[src/pkg/serial_shift_defs.svh]
`ifndef SERIAL_SHIFT_DEFS_SVH
`define SERIAL_SHIFT_DEFS_SVH

// Register offsets (nibble-wide port, printed offsets)
`define OFS_PIN_FUNC 12'h004
`define OFS_MODE_CTRL 12'h005
`define OFS_DATA_LOW 12'h006
`define OFS_DATA_HIGH 12'h007
`define OFS_DIV_IDLE 12'h025
`define OFS_STATUS 12'h003

// Field positions
`define MODE_INTERNAL_BIT 3
`define MODE_RATIO_MSB 2
`define PIN_SO_BIT 0
`define PIN_SI_BIT 1
`define DIV_SELECT_BIT 0
`define DIV_IDLE_BIT 1
`define STATUS_IRQ_BIT 2

// Reset values
`define MODE_RESET 4'h0
`define PIN_RESET 4'h0
`define DIV_RESET 4'h0

// Mode setting takes effect two instruction cycles after the write
`define MODE_DELAY_CYC 2

// Instruction cycle length in system clocks
`define INSTR_CYCLE_CLKS 4

`endif

[src/pkg/serial_shift_pkg.sv]
package serial_shift_pkg;

  typedef enum logic [1:0] {
    ST_START_WAIT = 2'b00,
    ST_CLOCK_WAIT = 2'b01,
    ST_TRANSFER = 2'b11,
    ST_CONT_CLOCK = 2'b10
  } xfer_state_e;

  typedef struct packed {
    logic [11:0] addr;
    logic [3:0] wdata;
    logic wr;
    logic rd;
  } reg_req_s;

  typedef struct packed {
    logic sck_o;
    logic sck_oe;
    logic so_o;
    logic so_oe;
  } pin_out_s;

endpackage

[src/core/clock_sync.sv]
`timescale 1ns/1ps
// Two-flop synchroniser with rise and fall pulses taken from the second stage
module clock_sync (
  // Clock and reset
  input wire logic i_mclk,
  input wire logic i_reset,
  // Asynchronous level
  input wire logic i_level,
  // Synchronised level and edges
  output logic o_level,
  output logic o_rise,
  output logic o_fall
);

  typedef struct packed {
    logic meta;
    logic sync;
    logic prev;
  } sync_s;

  sync_s st_q;
  sync_s st_d;

  always_comb begin
    st_d = st_q;
    st_d.meta = i_level;
    st_d.sync = st_q.meta;
    st_d.prev = st_q.sync;
  end

  always_ff @(posedge i_mclk) begin
    if (i_reset) begin
      st_q <= '1;
    end else begin
      st_q <= st_d;
    end
  end

  assign o_level = st_q.sync;
  assign o_rise = st_q.sync & ~st_q.prev;
  assign o_fall = ~st_q.sync & st_q.prev;

endmodule

[src/core/ratio_divider.sv]
`timescale 1ns/1ps
`include "serial_shift_defs.svh"
// Prescaler: internal transmit clock phase enables from instruction cycles
module ratio_divider #(
  parameter int CNT_W = 14
) (
  // Clock and reset
  input wire logic i_mclk,
  input wire logic i_reset,
  // Control
  input wire logic i_run,
  input wire logic [2:0] i_ratio,
  input wire logic i_div_select,
  // Half-period tick of the internal transmit clock
  output logic o_tick
);

  typedef struct packed {
    logic [1:0] cyc;
    logic [CNT_W-1:0] cnt;
    logic tick;
  } div_s;

  div_s st_q;
  div_s st_d;

  // Half period in instruction cycles equals the prescaler ratio
  function automatic logic [CNT_W-1:0] half_period(
    input logic [2:0] r,
    input logic sel
  );
    logic [CNT_W-1:0] base;
    base = '0;
    case (r)
      3'h0: base = CNT_W'(2048);
      3'h1: base = CNT_W'(512);
      3'h2: base = CNT_W'(128);
      3'h3: base = CNT_W'(32);
      3'h4: base = CNT_W'(8);
      3'h5: base = CNT_W'(2);
      default: base = CNT_W'(2);
    endcase
    return sel ? base << 1 : base;
  endfunction

  always_comb begin
    st_d = st_q;
    st_d.tick = 1'b0;
    if (!i_run) begin
      st_d.cyc = '0;
      st_d.cnt = '0;
    end else if (st_q.cyc == 2'(`INSTR_CYCLE_CLKS - 1)) begin
      st_d.cyc = '0;
      if (st_q.cnt >= half_period(i_ratio, i_div_select) - 1'b1) begin
        st_d.cnt = '0;
        st_d.tick = 1'b1;
      end else begin
        st_d.cnt = st_q.cnt + 1'b1;
      end
    end else begin
      st_d.cyc = st_q.cyc + 1'b1;
    end
  end

  always_ff @(posedge i_mclk) begin
    if (i_reset) begin
      st_q <= '0;
    end else begin
      st_q <= st_d;
    end
  end

  assign o_tick = st_q.tick;

endmodule

[src/core/serial_shift_interface.sv]
// Local design decision: strobed register access.
`timescale 1ns/1ps
`include "serial_shift_defs.svh"
// What this block does
// - Mode bit 3 set: pin bits 1:0 pick clock, send, receive, both.
// - Clock pin follows mode register; serial-out enable follows pin register bit 0.
// - Two nibble registers hold send data and received data, shifted.
// - Serial-out level low from reset until first bit or idle control.
// - Start clears counter to 000; it counts transmit clock rises.
// - Eight rises or cut-off: counter 000, flag set; eight rises on external clock return to clock-wait, else start-wait.
// - Transmit clock is external or an internal prescaler selection.
// - Divide-select clear: ratios 2048 down to 2, period twice ratio.
// - Divide-select set: ratios 4096 down to 4.
// - Reset gives start-wait, which ignores transmit clock edges.
// - Start in start-wait moves to clock-wait.
// - First fall in clock-wait drives out bit 0, enters transfer.
// - Continuous mode with internal clock goes to continuous output.
// - Mode write in clock-wait returns to start-wait.
// - Start during transfer clears counter and returns to clock-wait.
// - Continuous output state only reachable with internal clock.
// - Output LSB first on falls; input sampled LSB first on rises.
// - Mode write during transfer aborts, clears counter, sets flag.
// - Mode write takes effect two instruction cycles later.
module serial_shift_interface
  import serial_shift_pkg::*;
(
  // Clock and reset
  input wire logic i_mclk,
  input wire logic i_reset,
  // Register port
  input serial_shift_pkg::reg_req_s i_req,
  output logic [3:0] o_rdata,
  // CPU start instruction and flag clear
  input wire logic i_start_pulse,
  input wire logic i_flag_clear,
  output logic o_serial_irq_flag,
  // Serial pins
  input wire logic i_sck,
  input wire logic i_si,
  output serial_shift_pkg::pin_out_s o_pins
);
  import serial_shift_pkg::*;

  typedef struct packed {
    xfer_state_e state;
    logic [2:0] count;
    logic [7:0] shift;
    logic [3:0] mode;
    logic [3:0] mode_new;
    logic [3:0] mode_wait;
    logic [3:0] pin_func;
    logic [3:0] div_idle;
    logic flag;
    logic int_clk;
    logic [3:0] rdata;
    pin_out_s pins;
  } core_s;

  core_s st_q;
  core_s st_d;

  logic ext_level;
  logic ext_rise;
  logic ext_fall;
  logic tick;
  logic clk_rise;
  logic clk_fall;
  logic internal;
  logic running;
  logic wr_mode;

  ////////////////////////////////////////////////////////////////////////
  // Sync external clock
  clock_sync u_sync (
    .i_mclk(i_mclk),
    .i_reset(i_reset),
    .i_level(i_sck),
    .o_level(ext_level),
    .o_rise(ext_rise),
    .o_fall(ext_fall)
  );

  assign internal = st_q.mode[`MODE_INTERNAL_BIT];
  assign running = internal && (st_q.state != ST_START_WAIT);

  ratio_divider #(.CNT_W(14)) u_div (
    .i_mclk(i_mclk),
    .i_reset(i_reset),
    .i_run(running),
    .i_ratio(st_q.mode[`MODE_RATIO_MSB:0]),
    .i_div_select(st_q.div_idle[`DIV_SELECT_BIT]),
    .o_tick(tick)
  );

  // Internal clock idles high; a tick toggles it
  assign clk_fall = internal ? (tick && st_q.int_clk) : ext_fall;
  assign clk_rise = internal ? (tick && !st_q.int_clk) : ext_rise;
  assign wr_mode = i_req.wr && (i_req.addr == `OFS_MODE_CTRL);

  ////////////////////////////////////////////////////////////////////////
  always_comb begin
    st_d = st_q;
    st_d.rdata = 4'h0;
    if (st_q.mode_wait != 4'h0) begin
      st_d.mode_wait = st_q.mode_wait - 4'h1;
      if (st_q.mode_wait == 4'h1) begin
        st_d.mode = st_q.mode_new;
      end
    end
    if (running && tick) begin
      st_d.int_clk = ~st_q.int_clk;
    end
    if (st_q.state == ST_START_WAIT) begin
      st_d.int_clk = 1'b1;
    end
    case (st_q.state)
      ST_START_WAIT: begin
        if (i_start_pulse) begin
          st_d.count = 3'h0;
          st_d.state = ST_CLOCK_WAIT;
        end
      end
      ST_CLOCK_WAIT: begin
        if (i_start_pulse) begin
          st_d.count = 3'h0;
        end else if (clk_fall) begin
          if (internal && st_q.pin_func[1:0] == 2'b00) begin
            st_d.state = ST_CONT_CLOCK;
          end else begin
            st_d.state = ST_TRANSFER;
            st_d.pins.so_o = st_q.shift[0];
          end
        end
      end
      ST_TRANSFER: begin
        if (i_start_pulse) begin
          st_d.count = 3'h0;
          st_d.state = ST_CLOCK_WAIT;
        end else begin
          if (clk_fall) begin
            st_d.pins.so_o = st_q.shift[0];
          end
          if (clk_rise) begin
            // Sample on rise, shift toward LSB
            st_d.shift = {i_si, st_q.shift[7:1]};
            st_d.count = st_q.count + 3'h1;
            if (st_q.count == 3'h7) begin
              st_d.count = 3'h0;
              st_d.flag = 1'b1;
              st_d.state = internal ? ST_START_WAIT : ST_CLOCK_WAIT;
            end
          end
        end
      end
      ST_CONT_CLOCK: begin
        st_d.state = ST_CONT_CLOCK;
      end
      default: begin
        st_d.state = ST_START_WAIT;
      end
    endcase
    ////////////////////////////////////////////////////////////////////////
    // Register writes
    if (i_req.wr) begin
      case (i_req.addr)
        `OFS_PIN_FUNC: st_d.pin_func = i_req.wdata;
        `OFS_DATA_LOW: st_d.shift[3:0] = i_req.wdata;
        `OFS_DATA_HIGH: st_d.shift[7:4] = i_req.wdata;
        `OFS_DIV_IDLE: begin
          // Divider bits are frozen while data moves
          if (st_q.state != ST_TRANSFER) begin
            st_d.div_idle = i_req.wdata;
            st_d.pins.so_o = i_req.wdata[`DIV_IDLE_BIT];
          end
        end
        default: begin
        end
      endcase
    end
    if (wr_mode) begin
      st_d.mode_new = i_req.wdata;
      st_d.mode_wait = 4'(`MODE_DELAY_CYC * `INSTR_CYCLE_CLKS);
      st_d.count = 3'h0;
      st_d.state = ST_START_WAIT;
      if (st_q.state == ST_TRANSFER) begin
        st_d.flag = 1'b1;
      end
    end
    // Hardware set wins over software clear
    if (i_flag_clear && !(st_d.flag && !st_q.flag)) begin
      st_d.flag = 1'b0;
    end
    if (i_req.rd) begin
      case (i_req.addr)
        `OFS_DATA_LOW: st_d.rdata = st_q.shift[3:0];
        `OFS_DATA_HIGH: st_d.rdata = st_q.shift[7:4];
        `OFS_STATUS: st_d.rdata = {1'b0, st_q.flag, st_q.state};
        default: st_d.rdata = 4'h0;
      endcase
    end
    st_d.pins.sck_oe = st_d.mode[`MODE_INTERNAL_BIT];
    st_d.pins.sck_o = st_d.int_clk;
    st_d.pins.so_oe = st_d.pin_func[`PIN_SO_BIT];
  end

  always_ff @(posedge i_mclk) begin
    if (i_reset) begin
      st_q <= '0;
      st_q.state <= ST_START_WAIT;
      st_q.mode <= `MODE_RESET;
      st_q.mode_new <= `MODE_RESET;
      st_q.pin_func <= `PIN_RESET;
      st_q.div_idle <= `DIV_RESET;
      st_q.int_clk <= 1'b1;
      st_q.pins.sck_o <= 1'b1;
    end else begin
      st_q <= st_d;
    end
  end

  assign o_rdata = st_q.rdata;
  assign o_serial_irq_flag = st_q.flag;
  assign o_pins = st_q.pins;

  ////////////////////////////////////////////////////////////////////////
  // Assertions
  start_wait_a: assert property (
    @(posedge i_mclk) disable iff (i_reset)
    (st_q.state == ST_START_WAIT && i_start_pulse && !wr_mode)
      |=> (st_q.state == ST_CLOCK_WAIT && st_q.count == 3'h0))
    else $error("start in start-wait did not reach clock-wait");

  byte_done_a: assert property (
    @(posedge i_mclk) disable iff (i_reset)
    (st_q.state == ST_TRANSFER && st_q.count == 3'h7 && clk_rise
      && !i_start_pulse && !wr_mode)
      |=> (st_q.count == 3'h0 && st_q.flag))
    else $error("eighth rise did not end the byte");

  mode_abort_a: assert property (
    @(posedge i_mclk) disable iff (i_reset)
    (wr_mode && st_q.state == ST_TRANSFER)
      |=> (st_q.flag && st_q.state == ST_START_WAIT))
    else $error("mode write did not abort transfer");

  cont_clock_a: assert property (
    @(posedge i_mclk) disable iff (i_reset)
    (st_q.state == ST_CONT_CLOCK) |-> internal)
    else $error("continuous output with external clock");

  restart_a: assert property (
    @(posedge i_mclk) disable iff (i_reset)
    (st_q.state == ST_TRANSFER && i_start_pulse && !wr_mode)
      |=> (st_q.state == ST_CLOCK_WAIT && st_q.count == 3'h0))
    else $error("start in transfer did not restart");

  mode_delay_a: assert property (
    @(posedge i_mclk) disable iff (i_reset)
    (wr_mode && st_q.mode_wait == 4'h0)
      |=> ##8 (st_q.mode == $past(st_q.mode_new, 1)))
    else $error("mode did not take effect after delay");

  idle_ignore_a: assert property (
    @(posedge i_mclk) disable iff (i_reset)
    (st_q.state == ST_START_WAIT && !i_start_pulse && !i_req.wr)
      |=> $stable(st_q.shift))
    else $error("start-wait shifted data");

  clk_wait_mode_a: assert property (
    @(posedge i_mclk) disable iff (i_reset)
    (wr_mode && st_q.state == ST_CLOCK_WAIT) |=> (st_q.state == ST_START_WAIT))
    else $error("mode write in clock-wait kept state");

  // Read data stands only in the cycle after a read strobe
  rdata_idle_a: assert property (
    @(posedge i_mclk) disable iff (i_reset)
    (!i_req.rd) |=> (o_rdata == 4'h0))
    else $error("read data shown without a read");

endmodule

[config.mk]
export PLATFORM = sky130hd
export DESIGN_NAME = serial_shift_interface
export DESIGN_NICKNAME = d
export VERILOG_FILES = /design/src/pkg/serial_shift_pkg.sv /design/src/core/clock_sync.sv /design/src/core/ratio_divider.sv /design/src/core/serial_shift_interface.sv
export VERILOG_INCLUDE_DIRS = /design/src /design/src/pkg
export SDC_FILE = /design/constraint.sdc
export NUM_CORES = 1
export LEC_CHECK = 0
export ABC_CLOCK_PERIOD_IN_PS = 2820
export BUFFER_PORTS_ARGS = -buffer_cell sky130_fd_sc_hd__buf_2
export CAP_MARGIN = 20
export CORE_UTILIZATION = 50
export DETAILED_ROUTE_END_ITERATION = 6
export PLACE_DENSITY = 0.76
export RECOVER_POWER = 100
export SLEW_MARGIN = 20
export SYNTH_ARGS = -nofsm -noshare
export SYNTH_HDL_FRONTEND = slang
export SYNTH_SLANG_ARGS = --single-unit
[constraint.sdc]
create_clock -name i_mclk -period 2.82 [get_ports i_mclk]
set_input_delay 0.564 -clock i_mclk [delete_from_list [all_inputs] [get_ports i_mclk]]
set_output_delay 0.564 -clock i_mclk [all_outputs]
set_load 0.05 [all_outputs]
Yosys cells after proc, flatten, opt, wreduce, memory -nomap -nowiden
Cells that the tools add are included.
- register bits after elaboration: 55
- input port bits: 24
- output and inout port bits: 9
- word-level logic and storage cells: 131
- eq/ne operators: 23
- reductions and logical operators: 30
- $add $sub $neg: 5
- order comparisons: 1
- mux-type cells: 43
- bitwise logic cells: 8
- operators with widths (cell ; number):
    12-bit case mux with 5 select lines ; 1
    14-bit 2-to-1 mux ; 4
    12-bit by 3-bit == test with 1-bit output, second input constant ; 4
    8-bit 2-to-1 mux ; 3
    1-bit 2-to-1 mux ; 20
    4-bit 2-to-1 mux ; 4
    5-bit 2-to-1 mux ; 3
    14-bit by 1-bit adder with 14-bit output, second input constant ; 1
    14-bit greater-or-equal comparator ; 1
    14-bit by 1-bit subtractor with 14-bit output, second input constant ; 1
    13-bit 2-to-1 mux ; 1
    12-bit by 2-bit == test with 1-bit output, second input constant ; 1
    12-bit by 6-bit == test with 1-bit output, second input constant ; 1
    4-bit case mux with 3 select lines ; 1
    2-bit inequality test, second input constant ; 5
    2-bit OR reduction ; 5
    3-bit case mux with 3 select lines ; 1
    1-bit logical AND ; 8
    2-bit case mux with 4 select lines ; 1
    2-bit == test, second input constant ; 3
    3-bit by 2-bit == test with 1-bit output, second input constant ; 2
    3-bit == test, second input constant ; 2
    3-bit inequality test, second input constant ; 2
    1-bit NOT ; 6
    other kinds (21) ; 29

Logic depth before layout (Yosys ltp)
- word-level depth: 12
- depth in mapped cells: 15
- gate-level depth less buffers: 12

By module
Synthesis repeated with hierarchy kept, for this count alone.
- cells, all modules: 378
- area total of the unflattened synthesis: 3485.8 µm²
- by module, submodules not included (module ; area an instance (µm²) ; instances ; cells an instance ; sequential area each (µm²)):
    serial_shift_interface ; 2035.7 ; 1 ; 222 ; 700.7
    ratio_divider ; 1357.6 ; 1 ; 148 ; 340.3
    clock_sync ; 92.6 ; 1 ; 8 ; 60.1

Least setup slack after synthesis
No wires, ideal clock.
- path type: flip-flop to flip-flop
- start point: reg st_q[28] (netlist name)
- end point: reg u_div.st_q[10] (netlist name)
- setup slack: -156 ps
- arrival time: 2848 ps
- cell stages (with the launch flop): 15
- required time: 2692 ps
- period minus slack after synthesis: 2976 ps
- buffers on the path: 3
- setup time: 128 ps
- cells stage by stage: dfxtp_1 > clkbuf_1 > o21a_1 > nand2_1 > ha_1 > clkbuf_1 > xor2_1 > o21a_1 > ha_1 > nand4_1 > nor4_1 > a311oi_1 > o211ai_1 > clkbuf_1 > nor2_1
- cells in the longest elaborated chain, start to end: 8
- elaborated cells between the ends (all ways): 12
- classes of those cells: 1 x add/sub; 1 x order compare; 4 x eq/ne; 5 x mux; 1 x reduce/logical
- ends and longest elaborated chain (item ; line ; text):
    start: declaration ; serial_shift_interface.sv:59 ; core_s st_q;
    start signal: assignment ; serial_shift_interface.sv:217 ; st_q <= st_d;
    3-bit == test (tied with other cells) ; ratio_divider.sv:34 ; case (r)
    12-bit case mux with 5 select lines (*) ; ratio_divider.sv:34 ;
    14-bit 2-to-1 mux (*) ; ratio_divider.sv:52 ; end else if (st_q.cyc == 2'(`INSTR_CYCLE_CLKS - 1)) begin
    14-bit 2-to-1 mux (*) ; ratio_divider.sv:49 ; if (!i_run) begin
    14-bit 2-to-1 mux (*) ; ratio_divider.sv:43 ; return sel ? base << 1 : base;
    14-bit by 1-bit subtractor with 14-bit output (*) ; ratio_divider.sv:54 ; if (st_q.cnt >= half_period(i_ratio, i_div_select) - 1'b1) begin
    14-bit greater-or-equal comparator (*) ; ratio_divider.sv:54 ;
    14-bit 2-to-1 mux (*) ; ratio_divider.sv:54 ;
    end signal: assignment ; ratio_divider.sv:69 ; st_q <= st_d;
    end: declaration ; ratio_divider.sv:24 ; div_s st_q;
Mark *: on every way between the ends. The rest lies on a longest branch, timed or not. The select of a mux whose other input is x is not followed.
A chain may end at the register's enable or synchronous reset.

Worst setup path after layout
- start point: reg st_q[27] (netlist name)
- end point: reg u_div.st_q[3] (netlist name)
Same word-level chain as after synthesis.

==> results.ini <==
[status]
status=finished clean

[synthesis]
synth_cell_type_count=55
synth_xor_area_share_pct=3.83
syn-num-nets=402
synth_ff_type=dfxtp_1
synth_mux_area_share_pct=7.63
ys_seq_area_share_pct=34.4
ys_ff_latch=55
synthSimpleGateAreaFrac_pct=26.0
synth_top_family_by_area=simple AND/OR/NAND/NOR gates
yosysWarnings=0
synth-edff-count=0
syn_area_sq_um=3200
synth_compound_area_share_pct=13.2
avgSynthCellArea_sq_um=9.04
async_flop_share_pct=0
synth_fa_ha_area_share_pct=9.39
synth_cells=354

[global_route]
grt_pass1_vias=2334
grt_pass1_wl_microns=10600
grt_util_all_layers_pct=20.7
grt_antenna_before_repair=0
grt_max_degree=29
grt_overflow=0

[worst_setup_path]
start_kind=flop
cp.required_ps=3060
crit_buf_inv=1
critPathMaxStageDelay_ps=360
end_kind=flop
slowest_stage=a311oi_2
crit_chain=o21a_1 > nand2b_1 > ha_4 > o21ai_0 > a22oi_2 > o21ai_1 > ha_1 > a21oi_2 > nor4_2 > a311oi_2 > buf_4 > nand4b_1 > a31oi_1
critPathArrivalTime_ps=2910
crit_path_max_fanout=5
cp_top_family=compound AO/OA/AOI/OAI gates
worst-setup-path-type=reg -> reg

[power]
leakage_nw=1.36
power_frac_comb_pct=21.2
power_mw=1.76
pwr-share-clk_pct=30.0
pwr-share-seq_pct=48.8
p_int_mw=1.25
p_sw_share_pct=28.8
power.density_nw_per_um2=509
power_switching_mw=0.508
peakVddDrop_mv=0.320

[layout]
final_area_sq_um=3460
antennaDiodeCount=0
final_nets=427
areaGrowthSynthToFinish_pct=8.21
drive_gt1_share_pct=16.8

[placement]
port_buffers=32
place_congestion=0.806
pre_cts_ws_ps=156
dp_hpwl_microns=4820
dpl-instance-area_sq_um=3380

[timing]
setup_viol=0
skew_ps=12.9
drv_slew=0
period_minus_slack_ps=2670
max_freq_ghz=0.374
hold_slack_ps=419
slew_headroom_pct=7.15
worst_pin_slew_ps=1370
post-route-period-util_pct=94.7
finalHoldViolCount=0
setup_ws_ps=149

[die]
core.rowCount=28
initial_core_util_pct=52.8
core_sq_um=6060
die_x_microns=82.0
die_y_microns=82.0
ios=33
die_area_sq_um=6720

[drt]
via_per_inst=5.57
via_count=2534
wl_microns=6440
drcViolationCount=0
ant_nets=0
first_pass_iters=4
avgRoutedWirePerCell_microns=14.1
drt_iter0_drc=125

[clock_network]
clockBufferDepth=2
h-tree-depth=2
cts_tree=built
root_buffer=clkbuf_8
clk_latency_ps=310
cts_sinks=55
cts_hold_buffers=0
clkTransAtPathRegs_ps=100
cts_made_buffers=5

[min_path]
hold_path.class=reg -> reg

[run]
cap_violations=0

[routing by layer]
metal  part of all wire, %  global-route usage, %  wire length [microns]
met1                    51                   28.6                   3260
met2                    44                   31.7                   2810
met3                   3.7                   3.67                    239
met4                   1.9                   7.89                    123
met5                     0                      0                      0
[cells by family after synthesis]
group                    count (synthesis)
AND/OR/NAND/NOR                        146
AO/OA/AOI/OAI                           56
flip-flops                              55
buffers and inverters                   34
adder cells (fa/ha/maj)                 24
multiplexers                            24
XOR/XNOR                                14
other                                    1
[worst paths after layout]
path | startpoint | cells after the start | to | slack [ps]
max | st_q[27] | 13 | u_div.st_q[3] | 150
max reg2reg | st_q[27] | 13 | u_div.st_q[3] | 150
min | u_sync.st_d[1] | 1 | u_sync.o_level | 420
min reg2reg | u_sync.st_d[1] | 1 | u_sync.o_level | 420
[power groups by stage]
stage	logic, mW	registers (mW)	clock network [mW]
global route	0.426	0.869	0.574
detailed placement	0.380	0.881	0
CTS	0.382	0.862	0.538
global placement	0.364	0.877	0
finish	0.374	0.860	0.528
floorplan	0.301	0.866	0
[placed cells by master, fill, tap and decap left out, types with 6 or more instances in the layout]
master,n
inv_1,10
clkbuf_1,11
a211oi_2,7
buf_2,22
o21ai_0,8
a21oi_1,10
nand4_1,10
nor2_1,52
xor2_1,11
mux2i_1,21
buf_4,9
ha_1,23
nor3_1,6
a211oi_1,7
nand3_1,9
nand2b_1,10
dfxtp_1,54
nand2_1,19
[cell usage after synthesis, types with 3 or more instances]
library cell / number / area share [%]
mux2_2: 3 / 1.1
nand4_1: 10 / 2.0
nand3b_1: 4 / 0.94
clkbuf_1: 10 / 1.2
mux2i_1: 21 / 6.6
xnor2_1: 3 / 0.82
nand3_1: 9 / 1.4
inv_1: 10 / 1.2
nor3_1: 6 / 0.94
a21oi_1: 11 / 1.7
xor2_1: 11 / 3.0
nor4bb_1: 3 / 0.94
nor2_1: 52 / 6.1
or3_1: 3 / 0.59
nor4_1: 3 / 0.59
a32oi_1: 3 / 0.82
a22oi_1: 6 / 1.4
o21ai_0: 9 / 1.4
or2_2: 6 / 1.2
buf_4: 8 / 1.9
nor4_4: 3 / 2.0
nand2_1: 18 / 2.1
ha_1: 24 / 9.4
a211oi_2: 9 / 3.5
a211oi_1: 5 / 1.2
dfxtp_1: 55 / 34
nand2b_1: 10 / 2.0
and3_1: 4 / 0.78
[worst register-to-register path, delay by kind of cell (launching register included)]
family / cells / cell delay (ps)
flip-flops: 1 / 320
AO/OA/AOI/OAI: 7 / 1280
adder cells (fa/ha/maj): 2 / 510
AND/OR/NAND/NOR: 3 / 310
buffers and inverters: 1 / 170
[through the flow]
step           utilization, %  std cells  setup TNS (ps)
3_5_place_dp             55.8        444               0
2_1_floorplan               -        354               0
5_1_grt                  57.1        455           -16.9
4_1_cts                  57.6        452               0
6_report                 57.1        455               0
3_3_place_gp             55.8        444               0
[layout make-up]
| type | count | area, sq um |
|---|---|---|
| multi-input combinational | 265 | 1900 |
| clock buffer | 5 | 68.8 |
| sequential | 55 | 1100 |
| inverter | 10 | 37.5 |
| timing repair buffer | 42 | 219 |
| clock inverter | 3 | 43.8 |
| fill | 548 | 2600 |
| tap | 75 | 93.8 |
[flip-flops by register name, summed over array words and instances (netlist names)]
signal / count
u_sync.o_level: 1
o_serial_irq_flag: 1
u_sync.st_q: 1
u_sync.st_d: 1
u_div.o_tick: 1
internal: 1
o_pins: 2
u_div.st_q: 16
st_q: 27
o_rdata: 4
[what timing repair did]
item | in CTS | in global routing
setup buffers | 0 | 3
endpoints found under the setup margin | 0 | 15
gates resized for setup | 0 | 7
hold endpoints to repair | 0 | 0
No activity file was read; power rests on OpenSTA's default activity.
